### config.mk
export PLATFORM = sky130hd
export DESIGN_NAME = port_pin_alternate_override
export DESIGN_NICKNAME = d
export VERILOG_FILES = /design/src/hdl/port_pin_alternate_override.v /design/src/hdl/pin_override_cell.v
export VERILOG_INCLUDE_DIRS = /design/src /design/src/hdl
export SDC_FILE = /design/constraint.sdc
export NUM_CORES = 1
export LEC_CHECK = 0
export ABC_AREA = 1
export CAP_MARGIN = 0
export CORE_AREA = 4 4 78 80
export CTS_CLUSTER_SIZE = 14
export DETAILED_ROUTE_END_ITERATION = 6
export DIE_AREA = 0 0 82 84
export DONT_BUFFER_PORTS = 1
export GPL_TIMING_DRIVEN = 0
export SLEW_MARGIN = 30
export SYNTH_ARGS = -nofsm -noshare
export SYNTH_HDL_FRONTEND = slang
export SYNTH_SLANG_ARGS = --single-unit
### constraint.sdc
create_clock -name clk_sys -period 1.98 [get_ports clk_sys]
set_clock_uncertainty 0.2 [all_clocks]
set_input_delay 0 -clock clk_sys [delete_from_list [all_inputs] [get_ports clk_sys]]
set_output_delay 0 -clock clk_sys [all_outputs]
set_load 0.03 [all_outputs]
### src/hdl/port_pin_defines.vh
// Constants for the port pin override block: widths, pin map, reset values
`ifndef PORT_PIN_DEFINES_VH
`define PORT_PIN_DEFINES_VH

// ****************************************************************
// Port geometry
// ****************************************************************
`define PORT_WIDTH          8
`define PORT_SYNC_STAGES    2

// ****************************************************************
// Reset values of the port register bits
// ****************************************************************
`define DIRECTION_RESET     8'h00
`define OUTPUT_VALUE_RESET  8'h00
`define PIN_SYNC_RESET      8'h00

// ****************************************************************
// Alternate function pin positions on port A
// ****************************************************************
`define PIN_EXT_REFERENCE   0
`define PIN_CMP_POSITIVE    1
`define PIN_CMP_NEGATIVE    2
`define PIN_TIMER0_SOURCE   3
`define PIN_SERIAL_CLOCK    4
`define PIN_SERIAL_DOUT     5
`define PIN_SERIAL_DIN      6
`define PIN_TIMER0_MATCH_B  7

// ****************************************************************
// Pull-up enable code on {direction, output value, global disable}
// ****************************************************************
`define PULLUP_ON_CODE      3'h2

`endif

### src/hdl/port_pin_alternate_override.v
// Port A pin logic with alternate function overrides from the peripherals
`timescale 1ns/1ps
`default_nettype none
`include "port_pin_defines.vh"

module port_pin_alternate_override
#(
  parameter WIDTH = `PORT_WIDTH
)
(
  // Clock and reset
  input  wire             clk_sys,
  input  wire             sys_rst,
  // Port register access, strobes shared by all pins
  input  wire             directionWrite,
  input  wire [WIDTH-1:0] directionWdata,
  input  wire             outputValueWrite,
  input  wire [WIDTH-1:0] outputValueWdata,
  input  wire             pinToggleWrite,
  input  wire [WIDTH-1:0] pinToggleWdata,
  output wire [WIDTH-1:0] directionBit,
  output wire [WIDTH-1:0] outputValueBit,
  output wire [WIDTH-1:0] pinInputBit,
  // Shared by all ports
  input  wire             globalPullupDisable,
  input  wire             sleepClamp,
  // Generic per-pin overrides from peripherals
  input  wire [WIDTH-1:0] pullupOverrideEn,
  input  wire [WIDTH-1:0] pullupOverrideVal,
  input  wire [WIDTH-1:0] directionOverrideEn,
  input  wire [WIDTH-1:0] directionOverrideVal,
  input  wire [WIDTH-1:0] valueOverrideEn,
  input  wire [WIDTH-1:0] valueOverrideVal,
  input  wire [WIDTH-1:0] toggleOverrideEn,
  input  wire [WIDTH-1:0] inputEnOverrideEn,
  input  wire [WIDTH-1:0] inputEnOverrideVal,
  // Converter reference selection
  input  wire             refSelectBit0,
  // Timer and serial interface outputs with their enables
  input  wire             timer0MatchBOut,
  input  wire             timer0MatchBEn,
  input  wire             timer1MatchAOut,
  input  wire             timer1MatchAEn,
  input  wire             timer1MatchBOut,
  input  wire             timer1MatchBEn,
  input  wire             serialDataOut,
  input  wire             serialDataOutEn,
  input  wire             serialClockOut,
  input  wire             serialClockOutEn,
  input  wire             serialDataLineOut,
  input  wire             serialDataLineOutEn,
  // Pads
  input  wire [WIDTH-1:0] padIn,
  output wire [WIDTH-1:0] padOut,
  output wire [WIDTH-1:0] padOe,
  output wire [WIDTH-1:0] padPullup,
  // Digital inputs to alternate functions, unsynchronised
  output wire [WIDTH-1:0] altRawDigitalInput,
  output wire [WIDTH-1:0] pinChangeSource,
  output wire             timer0CountSource,
  output wire             timer1CountSource,
  output wire             serialIfClockIn,
  output wire             serialDataIn,
  output wire             timer1CaptureIn,
  // Analog paths straight from the pads
  output wire [WIDTH-1:0] converterChannelIn,
  output wire             externalAnalogReference,
  output wire             comparatorPositiveIn,
  output wire             comparatorNegativeIn
);

  // ****************************************************************
  // Port registers
  // ****************************************************************
  reg  [WIDTH-1:0] direction_r;
  reg  [WIDTH-1:0] direction_nxt;
  reg  [WIDTH-1:0] outputValue_r;
  reg  [WIDTH-1:0] outputValue_nxt;

  // Merged overrides that reach the pin cells
  reg  [WIDTH-1:0] pullupOvEnAll;
  reg  [WIDTH-1:0] pullupOvValAll;
  reg  [WIDTH-1:0] dirOvEnAll;
  reg  [WIDTH-1:0] dirOvValAll;
  reg  [WIDTH-1:0] valOvEnAll;
  reg  [WIDTH-1:0] valOvValAll;

  wire [WIDTH-1:0] pullupEnable;
  wire [WIDTH-1:0] driverEnable;
  wire [WIDTH-1:0] driveValue;
  wire [WIDTH-1:0] inputEnable;
  wire [WIDTH-1:0] rawIn;
  wire [WIDTH-1:0] toggleMask;

  // ****************************************************************
  // Register update
  // ****************************************************************
  // Software toggle and the peripheral toggle both flip the bit; a
  // write and a toggle in the same cycle apply the write then the flip.
  assign toggleMask = (pinToggleWrite ? pinToggleWdata : {WIDTH{1'h0}})
                      | toggleOverrideEn;

  always @*
  begin
    direction_nxt = direction_r;
    if (directionWrite)
    begin
      direction_nxt = directionWdata;
    end
  end

  always @*
  begin
    outputValue_nxt = outputValue_r;
    if (outputValueWrite)
    begin
      outputValue_nxt = outputValueWdata;
    end
    outputValue_nxt = outputValue_nxt ^ toggleMask;
  end

  always @(posedge clk_sys)
  begin
    if (sys_rst)
    begin
      direction_r   <= `DIRECTION_RESET;
      outputValue_r <= `OUTPUT_VALUE_RESET;
    end
    else
    begin
      direction_r   <= direction_nxt;
      outputValue_r <= outputValue_nxt;
    end
  end

  // ****************************************************************
  // Pin read synchroniser
  // ****************************************************************
  // The gated Schmitt output walks down a chain of stages and only the
  // last one is read, keeping metastability away from software. Each
  // stage adds a cycle of read latency, the price of that safety.
  localparam SYNC_STAGES = `PORT_SYNC_STAGES;
  localparam CHAIN_BITS  = SYNC_STAGES * WIDTH;

  reg  [CHAIN_BITS-1:0] syncChain_r;
  integer               stageIdx;

  always @(posedge clk_sys)
  begin
    if (sys_rst)
    begin
      syncChain_r <= {SYNC_STAGES{`PIN_SYNC_RESET}};
    end
    else
    begin
      syncChain_r[WIDTH-1:0] <= rawIn;
      for (stageIdx = 1; stageIdx < SYNC_STAGES; stageIdx = stageIdx + 1)
      begin
        syncChain_r[stageIdx*WIDTH +: WIDTH] <= syncChain_r[(stageIdx-1)*WIDTH +: WIDTH];
      end
    end
  end

  assign directionBit   = direction_r;
  assign outputValueBit = outputValue_r;
  assign pinInputBit    = syncChain_r[CHAIN_BITS-1 -: WIDTH];

  // ****************************************************************
  // Alternate function merge for port A
  // ****************************************************************
  // Peripheral owners produce the enables; here they only replace bits of
  // the generic per-pin vectors so one cell type serves every pin.
  // Pins 1 to 3 take no merge: their alternate functions only listen.
  always @*
  begin
    pullupOvEnAll  = pullupOverrideEn;
    pullupOvValAll = pullupOverrideVal;
    // External reference on pin 0: pull-up forced off
    if (refSelectBit0)
    begin
      pullupOvEnAll[`PIN_EXT_REFERENCE]  = 1'h1;
      pullupOvValAll[`PIN_EXT_REFERENCE] = 1'h0;
    end
  end

  always @*
  begin
    dirOvEnAll  = directionOverrideEn;
    dirOvValAll = directionOverrideVal;
    // External reference on pin 0: driver forced off
    if (refSelectBit0)
    begin
      dirOvEnAll[`PIN_EXT_REFERENCE]  = 1'h1;
      dirOvValAll[`PIN_EXT_REFERENCE] = 1'h0;
    end
    // Pin 6: two-wire data line is open drain, the driver only pulls low
    if (serialDataLineOutEn)
    begin
      dirOvEnAll[`PIN_SERIAL_DIN]  = 1'h1;
      dirOvValAll[`PIN_SERIAL_DIN] = ~serialDataLineOut;
    end
  end

  always @*
  begin
    valOvEnAll  = valueOverrideEn;
    valOvValAll = valueOverrideVal;
    // Pin 0 carries the reference, so its value is parked low as well
    if (refSelectBit0)
    begin
      valOvEnAll[`PIN_EXT_REFERENCE]  = 1'h1;
      valOvValAll[`PIN_EXT_REFERENCE] = 1'h0;
    end
    // Pin 4: serial clock out, in three-wire and two-wire modes
    if (serialClockOutEn)
    begin
      valOvEnAll[`PIN_SERIAL_CLOCK]  = 1'h1;
      valOvValAll[`PIN_SERIAL_CLOCK] = serialClockOut;
    end
    // Pin 5: serial data out wins over timer 1 match B
    if (serialDataOutEn)
    begin
      valOvEnAll[`PIN_SERIAL_DOUT]  = 1'h1;
      valOvValAll[`PIN_SERIAL_DOUT] = serialDataOut;
    end
    else if (timer1MatchBEn)
    begin
      valOvEnAll[`PIN_SERIAL_DOUT]  = 1'h1;
      valOvValAll[`PIN_SERIAL_DOUT] = timer1MatchBOut;
    end
    // Pin 6: the open-drain data line drives low, else timer 1 match A
    if (serialDataLineOutEn)
    begin
      valOvEnAll[`PIN_SERIAL_DIN]  = 1'h1;
      valOvValAll[`PIN_SERIAL_DIN] = 1'h0;
    end
    else if (timer1MatchAEn)
    begin
      valOvEnAll[`PIN_SERIAL_DIN]  = 1'h1;
      valOvValAll[`PIN_SERIAL_DIN] = timer1MatchAOut;
    end
    // Pin 7: timer 0 match B
    if (timer0MatchBEn)
    begin
      valOvEnAll[`PIN_TIMER0_MATCH_B]  = 1'h1;
      valOvValAll[`PIN_TIMER0_MATCH_B] = timer0MatchBOut;
    end
  end

  // ****************************************************************
  // Per-pin override cells
  // ****************************************************************
  genvar gi;
  generate
    for (gi = 0; gi < WIDTH; gi = gi + 1)
    begin : g_pin
      pin_override_cell u_cell
      (
        .directionBit         (direction_r[gi]),
        .outputValueBit       (outputValue_r[gi]),
        .globalPullupDisable  (globalPullupDisable),
        .sleepClamp           (sleepClamp),
        .portReset            (sys_rst),
        .pullupOverrideEn     (pullupOvEnAll[gi]),
        .pullupOverrideVal    (pullupOvValAll[gi]),
        .directionOverrideEn  (dirOvEnAll[gi]),
        .directionOverrideVal (dirOvValAll[gi]),
        .valueOverrideEn      (valOvEnAll[gi]),
        .valueOverrideVal     (valOvValAll[gi]),
        .inputEnOverrideEn    (inputEnOverrideEn[gi]),
        .inputEnOverrideVal   (inputEnOverrideVal[gi]),
        .padSchmittIn         (padIn[gi]),
        .pullupEnable         (pullupEnable[gi]),
        .driverEnable         (driverEnable[gi]),
        .driveValue           (driveValue[gi]),
        .inputEnable          (inputEnable[gi]),
        .altRawDigitalInput   (rawIn[gi])
      );
    end
  endgenerate

  // ****************************************************************
  // Pad outputs
  // ****************************************************************
  // Pad controls are combinational so override changes and reset reach
  // the pad with no clock edge; reset tri-states even with clock stopped.
  assign padOe     = driverEnable;
  assign padOut    = driveValue & driverEnable;
  // The pull-up is not masked by the driver: an override must win over the
  // direction bit, and the generic code already keeps it off for outputs.
  assign padPullup = pullupEnable;

  // ****************************************************************
  // Digital inputs to peripherals
  // ****************************************************************
  // Unsynchronised on purpose; receivers must synchronise unless they
  // use the line as a clock.
  assign altRawDigitalInput = rawIn;
  assign pinChangeSource    = rawIn;
  assign timer0CountSource  = rawIn[`PIN_TIMER0_SOURCE];
  assign timer1CountSource  = rawIn[`PIN_SERIAL_CLOCK];
  assign serialIfClockIn    = rawIn[`PIN_SERIAL_CLOCK];
  assign serialDataIn       = rawIn[`PIN_SERIAL_DIN];
  assign timer1CaptureIn    = rawIn[`PIN_TIMER0_MATCH_B];

  // ****************************************************************
  // Analog paths
  // ****************************************************************
  // Digital model of a direct pad wire: no gating, no clamp, no sync.
  assign converterChannelIn      = padIn;
  assign externalAnalogReference = padIn[`PIN_EXT_REFERENCE];
  assign comparatorPositiveIn    = padIn[`PIN_CMP_POSITIVE];
  assign comparatorNegativeIn    = padIn[`PIN_CMP_NEGATIVE];

endmodule // port_pin_alternate_override

`default_nettype wire

### src/hdl/pin_override_cell.v
// One pad's override selection: pull-up, driver, value, input enable
`timescale 1ns/1ps
`default_nettype none
`include "port_pin_defines.vh"

module pin_override_cell
(
  // Port register bits of this pin
  input  wire directionBit,
  input  wire outputValueBit,
  // Shared controls
  input  wire globalPullupDisable,
  input  wire sleepClamp,
  input  wire portReset,
  // Overrides from the owning peripheral
  input  wire pullupOverrideEn,
  input  wire pullupOverrideVal,
  input  wire directionOverrideEn,
  input  wire directionOverrideVal,
  input  wire valueOverrideEn,
  input  wire valueOverrideVal,
  input  wire inputEnOverrideEn,
  input  wire inputEnOverrideVal,
  // Pad side
  input  wire padSchmittIn,
  output wire pullupEnable,
  output wire driverEnable,
  output wire driveValue,
  output wire inputEnable,
  output wire altRawDigitalInput
);

  wire pullupNormal;
  wire driverSel;

  // ****************************************************************
  // Pull-up and driver
  // ****************************************************************
  assign pullupNormal = ({directionBit, outputValueBit, globalPullupDisable} == `PULLUP_ON_CODE);
  // Reset gates the pad combinationally, so no clock edge is needed
  assign pullupEnable = ~portReset & (pullupOverrideEn ? pullupOverrideVal : pullupNormal);
  assign driverSel    = directionOverrideEn ? directionOverrideVal : directionBit;
  assign driverEnable = ~portReset & driverSel;
  assign driveValue   = valueOverrideEn ? valueOverrideVal : outputValueBit;

  // ****************************************************************
  // Digital input enable and the raw input
  // ****************************************************************
  assign inputEnable = inputEnOverrideEn ? inputEnOverrideVal : ~sleepClamp;
  // Clamped low at the trigger input when disabled; taken before any synchroniser
  assign altRawDigitalInput = padSchmittIn & inputEnable;

endmodule // pin_override_cell

`default_nettype wire

Yosys cells after proc, flatten, opt, wreduce, memory -nomap -nowiden. Cells that the tools add are included.

Equal/unequal tests: 8. Mux-type cells: 54. Bitwise gates (word level): 30.

Operator list (number): $mux W1 (52); $and A1 B1 Y1 (24); $eq A3 B2 Y1 const B (8); $mux W8 (2); $and A8 B8 Y8 (1); $or A8 B8 Y8 (1); $xor A8 B8 Y8 (1); $not A1 Y1 (3).

Register bits after elaboration: 32. Input bits: 124. Output and inout bits: 80. Word-level logic and storage cells: 95.

Logic depth before layout (Yosys ltp). Gate-level depths: netlist of run 1.

Depth in word-level cells: 5. Gate-level depth with buffers: 6. Mapped depth without buffers: 5.

Modules after synthesis. Synthesis of run 1 repeated with hierarchy kept, for this count alone.

Cell total of the unflattened synthesis: 422. Area, all modules: 2536.2 µm².

By module, submodules not included: port_pin_alternate_override (times used 1, cells each 254, area each 1705.4 µm²); pin_override_cell (times used 8, cells each 21, area each 103.8 µm²).

Worst setup path before layout of run 1. Ideal clock, no wire load.

Kind: reg-to-output. Start: reg outputValue_r[0], in the netlist outputValueBit[0]. End: out padOut[0]. Data arrival time: 1178 ps. Required time: 1780 ps. Setup slack: 602 ps. Stages on the path, launching flop included: 4. Buffers on the path: 0. Cells stage by stage: dfxtp_1 -> inv_1 -> o21a_1 -> nor3_1.

Word-level cells in the longest chain between the ends: 2.

Ends and longest elaborated chain: start: declaration (line port_pin_alternate_override.v:77) `reg [WIDTH-1:0] outputValue_r;`; start signal: assignment (line port_pin_alternate_override.v:127) `` outputValue_r <= `OUTPUT_VALUE_RESET; ``; start signal: assignment (line port_pin_alternate_override.v:132) `outputValue_r <= outputValue_nxt;`; $mux W1 (line pin_override_cell.v:44) `assign driveValue = valueOverrideEn ? valueOverrideVal : outputValueBit;`; $and A8 B8 Y8 (line port_pin_alternate_override.v:288) `assign padOut = driveValue & driverEnable;`; end: declaration (line port_pin_alternate_override.v:54) `output wire [WIDTH-1:0] padOut,`.

No other way between the ends.

Worst setup path in the final report of run 1.
Start: in toggleOverrideEn[3]. End: reg outputValue_r[3], in the netlist outputValueBit[3].

Word-level cells in the longest chain between the ends: 2.

Ends and longest elaborated chain: start: declaration (line port_pin_alternate_override.v:34) `input wire [WIDTH-1:0] toggleOverrideEn,`; $or A8 B8 Y8 (line port_pin_alternate_override.v:101) `| toggleOverrideEn;`; $xor A8 B8 Y8 (line port_pin_alternate_override.v:119) `outputValue_nxt = outputValue_nxt ^ toggleMask;`.

No other way between the ends. A chain may end at the register's enable or synchronous reset.

==> results of run 1 <==
## cells by family (layout without fill, tap and decap cells)
kind of cell / after synthesis / after routing / synth area share
buffers and inverters: 161 / 253 / 0.3636
DFF: 32 / 32 / 0.2615
and+or+nand+nor: 147 / 147 / 0.2385
AOI/OAI and AO/OA: 64 / 64 / 0.1364
## critical path: stages
cell,delay (ns)
dlygate4sd3_1,0.53
inv_1,0.05
nand2_1,0.05
dlygate4sd3_1,0.57
nor2_1,0.09
dlygate4sd3_1,0.56
nor2_1,0.05
## cell usage in the layout, fill, tap and decap left out
master / n
dlygate4sd3_1: 84
inv_1: 83
buf_4: 71
nand2_1: 69
nor2_1: 62
dfxtp_1: 32
o21ai_0: 31
a21oi_1: 23
clkbuf_8: 6
nor3_1: 5
o21ai_1: 5
o21a_1: 4
buf_2: 4
nand3_1: 4
and3_1: 3
nand4_1: 3
buf_6: 2
clkbuf_1: 2
inv_2: 1
o21ai_2: 1
nor3_2: 1
## final cells by class
class | count | area share
tap | 72 | 0.02596
sequential | 32 | 0.1846
buffer | 77 | 0.1658
clock buffer | 8 | 0.02596
inverter | 84 | 0.09084
multi-input combinational | 211 | 0.2646
timing repair buffer | 84 | 0.2422
## power by group
| part | switching (mW) | internal (mW) |
|---|---|---|
| Combinational | 0.422 | 0.318 |
| Sequential | 0.0262 | 0.684 |
| Clock | 0.226 | 0.283 |
| Total | 0.674 | 1.29 |
## layer usage
metal	track usage	vias to the layer above
met4	0.05287	0
li1	-	1321
met5	0	-
met1	0.2370	1161
met2	0.4063	116
met3	0.04428	14
## stage by stage
stage	power [mW]	hold WS [ns]	cell area [um2]	utilization	setup slack, ns
6_report	1.959	0.005680	3471	0.6421	0.06277
2_1_floorplan	1.247	-0.06833	2450	-	0.6023
5_1_grt	2.077	0.02763	3471	0.6421	0.002127
3_3_place_gp	1.305	-0.06539	2540	0.4699	0.4722
3_5_place_dp	1.313	-0.06598	2540	0.4699	0.4506
4_1_cts	1.970	0.008149	3471	0.6421	0.04933
## registers in the layout, indices dropped and copies added, names as in the netlist
signal	cells
outputValueBit	8
directionBit	8
syncChain_r	16
## final timing paths
check	slack [ns]	from	end	depth (start not counted)
max	0.06	toggleOverrideEn[3]	outputValueBit[3]	7
max reg2reg	0.35	outputValueBit[5]	outputValueBit[5]	5
min reg2reg	0.20	syncChain_r[6]	syncChain_r[14]	2
min	0.006	sys_rst	outputValueBit[0]	5
## what timing repair did
action | 4_1_cts | 5_1_grt
hold buffers | 84 | 5
endpoints found under the setup margin | 0 | 8
gates resized for setup | 0 | 2
endpoints found under the hold margin | 43 | 5
==> key figures, run 1 <==
Worst setup path
  • Worst EP required: 1.95 ns
  • WP data arrival: ~1.9 ns
  • Setup crit end kind: register
  • Worst setup SP type: input port
  • WS Path Type: in2reg
  • CP Max Fanout: 2

Timing
  • Slew headroom: 0.3635
  • Fin. Hold Viols: 0
  • Highest clock rate: about 520 MHz
  • Worst Tran Pin Value: 0.9474 ns
  • Pins Over Slew Limit: 0
  • Final setup viols: 0
  • Final worst path period share: 0.9683
  • Setup TNS: 0 ns
  • Min Tclk post-route: approximately 1.9 ns
  • RSZ-0062 raised after global routing: false

Synth
  • Top cells by count, synth: inv_1 (83), buf_4 (71), nand2_1 (69), nor2_1 (62), o21ai_0 (33)
  • Synth Area per Inst: 6.064 um2
  • Most frequent cell after synthesis: inv_1
  • Cell variety after synth: 18
  • Synth warnings: 0
  • Synthesized net count: between 500 and 600
  • Top-area cell type share of the netlist area: 0.2615
  • FF+latch count, synth: 32
  • Post-synth EDFFs: 0
  • Mapped Cells: 404
  • Seq/Total Area, Yosys: 0.2615
  • Most used DFF post-synth: dfxtp_1
  • Post-Syn Area: roughly 0.0024 mm2
  • Synth top area cells: dfxtp_1 (26%), buf_4 (22%), inv_1 (13%)
  • Post-synth top area cell: dfxtp_1
  • Ys async rst share: 0

Drt
  • Met3 WL: roughly 570 um
  • Via density per instance: approximately 4.6
  • M1 wire length: 2798 um
  • Vias: 2612
  • First-pass DRT Iterations: 5
  • Wire length on met2: around 4000 um
  • WL/cell: between 10 and 15 um
  • Starting DRT DRC Count: 52
  • Routed Antenna Nets: 0
  • Total routed wirelength: about 7500 um
  • DR top layer: met4
  • Residual DRC: 0

Power and ir drop
  • Static Leak: 1.906 nW
  • Total power divided by cell area: ~560 mW/mm2
  • Max VDD drop: about 0.00028 V

Layout
  • # fillers: between 500 and 600
  • Layout cells sized above 1: 0.1734
  • Synth-to-Final Area Change: 41.68%
  • Final Non-Filler Cells: 568
  • Multi-input gate area in the final layout: approximately 900 um2
  • Final Net Count: roughly 620
  • Ant diodes: 0
  • FF+latch area: 640.6 um2

GRT
  • Vias in the first global route: 2650
  • Total gr overflow: 0
  • Largest net degree at the start of global routing: 11
  • Initial antenna violation count: 0
  • First-pass GRT wire length: between 10000 and 15000 um
  • Total track usage: 0.2156

Die
  • I/O Pins: between 200 and 250
  • Area of the die: 0.006888 mm2
  • Core ar.: 0.005405 mm2
  • Die Ht: between 80 and 90 um
  • Horiz. Die Dim: between 80 and 90 um
  • Initial core utilization: 0.4532
  • # rows: 27

Clock network
  • Total setup buffers inserted after CTS: 0
  • Root Buffer: clkbuf_8
  • CTS Buf Count: 5
  • Worst-path clk slew: approximately 0.07 ns
  • Clock tree buffer depth: 2
  • Worst-Skew Late Latency: about 0.27 ns
  • CTS Sinks: 32
  • CTS tree: built
  • Htree depth: 2

Place
  • Cells after DPL: 476
  • I/O Buffers: 0
  • Placer Congestion: a little under 0.8
  • Post-DP HPWL: between 5000 and 6000 um

Flow run
  • Maxcap violations: 0

Min path
  • Class of the most critical hold timing path: in2reg

Outcome
  • Run status: complete, no violations
Note: power is estimated with default switching activity, not from simulation.
==> inputs of run 2 (changes only) <==
Settings changed: CORE_AREA 4 4 78 80 to 4 4 76 78, DIE_AREA 0 0 82 84 to 0 0 80 82.
==> key figures, run 2 (same netlist as run 1, synthesis figures left out) <==
Place
  • Cells after DPL: between 400 and 500
  • I/O Buffers: 0
  • Area of placed instances: ~0.0025 mm2
  • Post-DP HPWL: between 5000 and 6000 um
  • Setup WS pre-CTS: around 0.48 ns
  • Placer Congestion: slightly below 0.8

Worst setup path
  • Most used cell, CP: dlygate4sd3_1
  • Reg2reg start: outputValueBit[4]
  • Critical path's largest stage delay: about 0.57 ns
  • CP Max Fanout: 2
  • WS Path Type: in2reg
  • R2r setup slk: between 0.3 and 0.4 ns
  • FF-to-FF End: outputValueBit[4]
  • Worst setup SP type: input port
  • Worst EP required: 1.96 ns
  • WP data arrival: ~1.9 ns
  • Worst Reg-to-Reg Cells: 6
  • Worst path cell trace: dlygate4sd3_1 > inv_1 > nand2_1 > dlygate4sd3_1 > nor2_1 > dlygate4sd3_1 > nor2_1
  • CP max-delay cell: dlygate4sd3_1
  • Setup crit end kind: register

Clock network
  • CTS tree: built
  • Htree depth: 2
  • Worst-Skew Late Latency: 0.27 ns
  • Worst-path clk slew: around 0.060 ns
  • CTS Buf Count: 5
  • CTS Sinks: 32
  • Clock tree buffer depth: 2
  • Root Buffer: clkbuf_8

Timing
  • Min Tclk post-route: ~1.9 ns
  • Worst Tran Pin Value: a little over 0.9 ns
  • Setup TNS: 0 ns
  • Slew headroom: 0.3733
  • Final worst path period share: 0.9709
  • Final setup viols: 0
  • RSZ-0062 raised after global routing: false
  • Highest clock rate: 520.2 MHz
  • Slack of the critical path: 0.05754 ns
  • Pins Over Slew Limit: 0
  • Fin. Hold Viols: 0

Drt
  • Via density per instance: 4.593
  • Residual DRC: 0
  • WL/cell: roughly 13 um
  • Routed Antenna Nets: 0
  • Vias: 2586
  • First-pass DRT Iterations: 4
  • Starting DRT DRC Count: between 50 and 60
  • Total routed wirelength: between 7000 and 8000 um

Min path
  • WHS Endpoint: padOut[3]
  • Min-delay src: valueOverrideEn[3]
  • Class of the most critical hold timing path: in2out
  • Cells on Worst Hold Path: 2

Die
  • # rows: 26
  • Die Ht: around 80 um
  • Core ar.: between 0.005 and 0.006 mm2
  • Initial core utilization: 0.4827
  • Area of the die: around 0.0066 mm2
  • I/O Pins: ~200
  • Horiz. Die Dim: around 80 um

GRT
  • Total gr overflow: 0
  • Vias in the first global route: 2566
  • First-pass GRT wire length: between 10000 and 15000 um
  • Total track usage: 0.2191
  • Initial antenna violation count: 0
  • Largest net degree at the start of global routing: 11

Power and ir drop
  • Static Leak: approximately 1.9 nW
  • Total power divided by cell area: around 550 mW/mm2
  • Max VDD drop: 0.0003350 V
  • Total chip power: 1.906 mW

Layout
  • Final Net Count: just over 600
  • Final Non-Filler Cells: about 560
  • Max reg flops: 16
  • Top reg by flops: syncChain_r
  • Commonest non-fill, non-tap cells in the layout: inv_1 (83), dlygate4sd3_1 (82), buf_4 (71)
  • # fillers: 480
  • Design area: between 0.003 and 0.004 mm2
  • Layout cells sized above 1: 0.1765
  • Ant diodes: 0
  • Synth-to-Final Area Change: 40.40%
  • Commonest non-fill, non-tap cell in the layout: inv_1

Flow run
  • Maxcap violations: 0

Outcome
  • Run status: complete, no violations
-- run 2: cell count changes in the layout (fill, tap and decap cells not counted), sizes merged --
cell / change
dlygate4sd3: -2
clkinv: +1
clkbuf: -2
-- run 2: worst max-delay path by stage --
stage / startpoint / end / slack (ns) / cells past startpoint
floorplan: outputValueBit[0] / padOut[0] / 0.60 / 3
global placement: outputValueBit[0] / padOut[0] / 0.48 / 3
detailed placement: outputValueBit[0] / padOut[0] / 0.48 / 3
CTS: toggleOverrideEn[4] / outputValueBit[4] / 0.05 / 8
global route: toggleOverrideEn[2] / outputValueBit[2] / 0.008 / 7
finish: toggleOverrideEn[6] / outputValueBit[6] / 0.06 / 7
-- run 2: repair_timing --
item | CTS | global route
setup endpoints to repair | 0 | 6
buffers inserted | 0 | 0
gates resized for setup | 0 | 2
hold endpoints to repair | 43 | 3
hold buffers | 83 | 3
-- run 2: report_power, final --
group / internal, mW / switching (mW) / total [mW]
combinational: 0.316 / 0.420 / 0.736
sequential: 0.684 / 0.0249 / 0.709
clock: 0.238 / 0.223 / 0.461
-- run 2: cell type report --
class	count	area, um2	share of cell area
Tap cell	70	87.58	0.02546
Inverter	84	315.3	0.09167
Clock buffer	6	72.57	0.02110
Multi-Input combinational cell	211	922.1	0.2681
Sequential cell	32	640.6	0.1862
Clock inverter	1	5.005	0.001455
Buffer	77	575.6	0.1673
Timing Repair Buffer	82	820.8	0.2386
-- run 2: metrics by stage --
| stage | utilization | hold slack [ns] |
|---|---|---|
| 2_1_floorplan | - | -0.06833 |
| 3_3_place_gp | 0.5000 | -0.06552 |
| 3_5_place_dp | 0.5000 | -0.06626 |
| 4_1_cts | 0.6790 | 0.004158 |
| 5_1_grt | 0.6778 | 0.01544 |
| 6_report | 0.6778 | 0.002091 |
-- run 2: critical path: cells and delay by family --
kind | cells | cell delay, ns
buffers and inverters | 4 | 1.70
AND/OR/NAND/NOR | 3 | 0.19
-- run 2: layer usage --
layer	wire length, um	part of all wire	vias to the layer above	track usage
met5	0	0	-	0
met1	2692	0.36	1135	0.2301
li1	-	-	1315	-
met4	148	0.020	0	0.08277
met2	3970	0.54	123	0.4247
met3	590	0.080	13	0.04605
==> inputs of run 3 (changes only) <==
Settings changed: ABC_AREA 1 to unset, CORE_AREA 4 4 76 78 to 4 4 77 79, DIE_AREA 0 0 80 82 to 0 0 81 83, PLACE_DENSITY set to 0.69.
==> key figures, run 3 <==
Outcome
  • Run status: complete, no violations

GRT
  • Total track usage: 0.1970
  • First-pass GRT wire length: ~10000 um
  • Met2 Use GR: 0.3674
  • Vias in the first global route: ~2.2k
  • Most used routing layer: met2
  • Total gr overflow: 0
  • Initial antenna violation count: 0
  • Met3 Usage GRT: 0.07158
  • Met1 Track Usage GR: 0.1999
  • Largest net degree at the start of global routing: 11

Power and ir drop
  • Total chip power: 1.898 mW
  • Int Pwr: approximately 1.3 mW
  • Max VDD drop: a little over 0.0004 V
  • Proportion of power drawn by combinational gates: 0.356
  • Switching Share: 0.3247
  • Reg power frac: 0.380
  • Total power divided by cell area: ~620 mW/mm2
  • Clock power share: 0.264
  • Psw: between 0.6 and 0.7 mW
  • Static Leak: 1.452 nW

Timing
  • Final worst path period share: 0.9765
  • Worst Tran Pin Value: 0.9581 ns
  • Setup TNS: 0 ns
  • Min Tclk post-route: just under 2 ns
  • RSZ-0062 raised after global routing: false
  • Final worst hold slack: between 0.04 and 0.05 ns
  • Fin. Hold Viols: 0
  • Pins Over Slew Limit: 0
  • Slew headroom: 0.3564
  • Highest clock rate: 517.2 MHz
  • Final setup viols: 0

Die
  • # rows: 27
  • Initial core utilization: 0.4208
  • Core ar.: ~0.0053 mm2
  • Horiz. Die Dim: 81 um
  • Area of the die: around 0.0067 mm2
  • I/O Pins: between 200 and 250
  • Die Ht: a little over 80 um

Clock network
  • Worst-Skew Late Latency: 0.27 ns
  • Htree depth: 2
  • CTS Buf Count: 5
  • Clock tree buffer depth: 2
  • CTS tree: built
  • Root Buffer: clkbuf_8
  • Worst-path clk slew: about 0.06 ns
  • CTS Sinks: 32

Worst setup path
  • Worst path cell trace: mux2i_1 > dlygate4sd3_1 > nor2_1 > dlygate4sd3_1
  • CP Max Fanout: 4
  • Most used cell, CP: dlygate4sd3_1
  • FF-to-FF End: directionBit[1]
  • Critical path's largest stage delay: ~0.56 ns
  • Worst Reg-to-Reg Cells: 4
  • CP bufs+invs: 2
  • R2r setup slk: 0.05 ns
  • CP delay by family, top: buffers and inverters
  • Setup crit end kind: register
  • Worst EP required: approximately 1.9 ns
  • CP max-delay cell: dlygate4sd3_1
  • WS Path Type: reg2reg
  • Worst setup SP type: register
  • Reg2reg start: directionBit[1]
  • WP data arrival: approximately 1.9 ns

Place
  • Area of placed instances: 0.002349 mm2
  • I/O Buffers: 0
  • Placer Congestion: between 0.7 and 0.8
  • Post-DP HPWL: around 4700 um

Layout
  • Max reg flops: 16
  • Commonest non-fill, non-tap cell in the layout: buf_4
  • Top reg by flops: syncChain_r
  • Synth-to-Final Area Change: 35.99%
  • Design area: between 0.003 and 0.004 mm2
  • Layout cells sized above 1: 0.2754
  • Commonest non-fill, non-tap cells in the layout: buf_4 (68), dlygate4sd3_1 (61), mux2i_1 (31)
  • Ant diodes: 0
  • Post-Route Utilization: 0.5722
  • Final Net Count: ~460
  • # fillers: between 400 and 500

Synth
  • FF+latch count, synth: 32
  • Most used DFF post-synth: dfxtp_1
  • Synth warnings: 0
  • Synthesized net count: between 300 and 400
  • Post-Syn Area: about 0.0022 mm2
  • Post-synth top area cell: dfxtp_1
  • Top cells by count, synth: buf_4 (68), dfxtp_1 (32), mux2i_1 (31), nor2_1 (29), a21oi_1 (17)
  • Most frequent cell after synthesis: buf_4
  • Mapped Cells: 265
  • Post-synth EDFFs: 0
  • Seq/Total Area, Yosys: 0.2852
  • Top-area cell type share of the netlist area: 0.2852
  • Ys async rst share: 0
  • Synth Area per Inst: 8.475 um2
  • Cell variety after synth: 23
  • Synth top area cells: dfxtp_1 (29%), buf_4 (23%), mux2i_1 (14%)

Drt
  • Residual DRC: 0
  • Starting DRT DRC Count: 50
  • Vias: between 2k and 2.5k
  • Routed Antenna Nets: 0
  • Total routed wirelength: 6689 um
  • First-pass DRT Iterations: 4
  • WL/cell: ~16 um
  • Via density per instance: approximately 5

Min path
  • Cells on Worst Hold Path: 1
  • Class of the most critical hold timing path: in2out
  • WHS Endpoint: timer0CountSource
  • Min-delay src: padIn[3]

Flow run
  • Maxcap violations: 0
==> run 3: logic make-up (layout without fill, tap and decap cells) <==
logic type / count (synthesis) / count (layout) / synth area share
compound gates: 30 / 30 / 0.07019
buf+inv: 80 / 149 / 0.2641
mux: 32 / 32 / 0.1432
flops: 32 / 32 / 0.2852
xor+xnor: 8 / 8 / 0.03120
simple gates: 83 / 83 / 0.2061
==> run 3: power by group through the flow <==
stage | Sequential, mW | Clock [mW] | Combinational (mW)
6_report | 0.722 | 0.502 | 0.675
3_5_place_dp | 0.733 | 0 | 0.550
3_3_place_gp | 0.732 | 0 | 0.545
5_1_grt | 0.727 | 0.571 | 0.720
2_1_floorplan | 0.720 | 0 | 0.502
4_1_cts | 0.719 | 0.525 | 0.691
==> run 3: worst max path at each step <==
stage	slack [ns]	depth (start not counted)	startpoint	endpoint
2_1_floorplan	0.24	3	outputValueBit[6]	padOut[6]
3_3_place_gp	0.11	3	outputValueBit[6]	padOut[6]
3_5_place_dp	0.55	3	outputValueBit[6]	padOut[6]
4_1_cts	0.02	6	toggleOverrideEn[1]	outputValueBit[1]
5_1_grt	0.002	4	directionBit[0]	directionBit[0]
6_report	0.05	4	directionBit[1]	directionBit[1]
==> run 3: what timing repair did <==
action	in CTS	in global routing
gates resized for setup	0	4
setup endpoints to repair	0	10
hold buffers	70	0
hold endpoints to repair	47	0
buffers inserted	0	0
==> run 3: area by class of cell <==
class / instances / area, um2 / share of cell area
Multi-Input combinational cell: 153 / 1025 / 0.3355
Sequential cell: 32 / 645.6 / 0.2114
Timing Repair Buffer: 61 / 610.6 / 0.1999
Buffer: 78 / 585.6 / 0.1917
Clock buffer: 8 / 90.09 / 0.02950
Tap cell: 72 / 90.09 / 0.02950
Inverter: 2 / 7.507 / 0.002458
==> run 3: stage by stage <==
stage | instances | setup slack, ns
finish | 406 | 0.04663
detailed placement | 337 | 0.5461
global route | 406 | 0.001604
global placement | 337 | 0.1141
floorplan | 265 | 0.2391
CTS | 415 | 0.02382
==> run 3: per-layer routing <==
layer / vias to the layer above / part of all wire / wire length (um)
met5: - / 0 / 0
met4: 0 / 0.011 / 73
met3: 6 / 0.11 / 766
met2: 129 / 0.52 / 3448
met1: 931 / 0.36 / 2401
li1: 958 / - / -
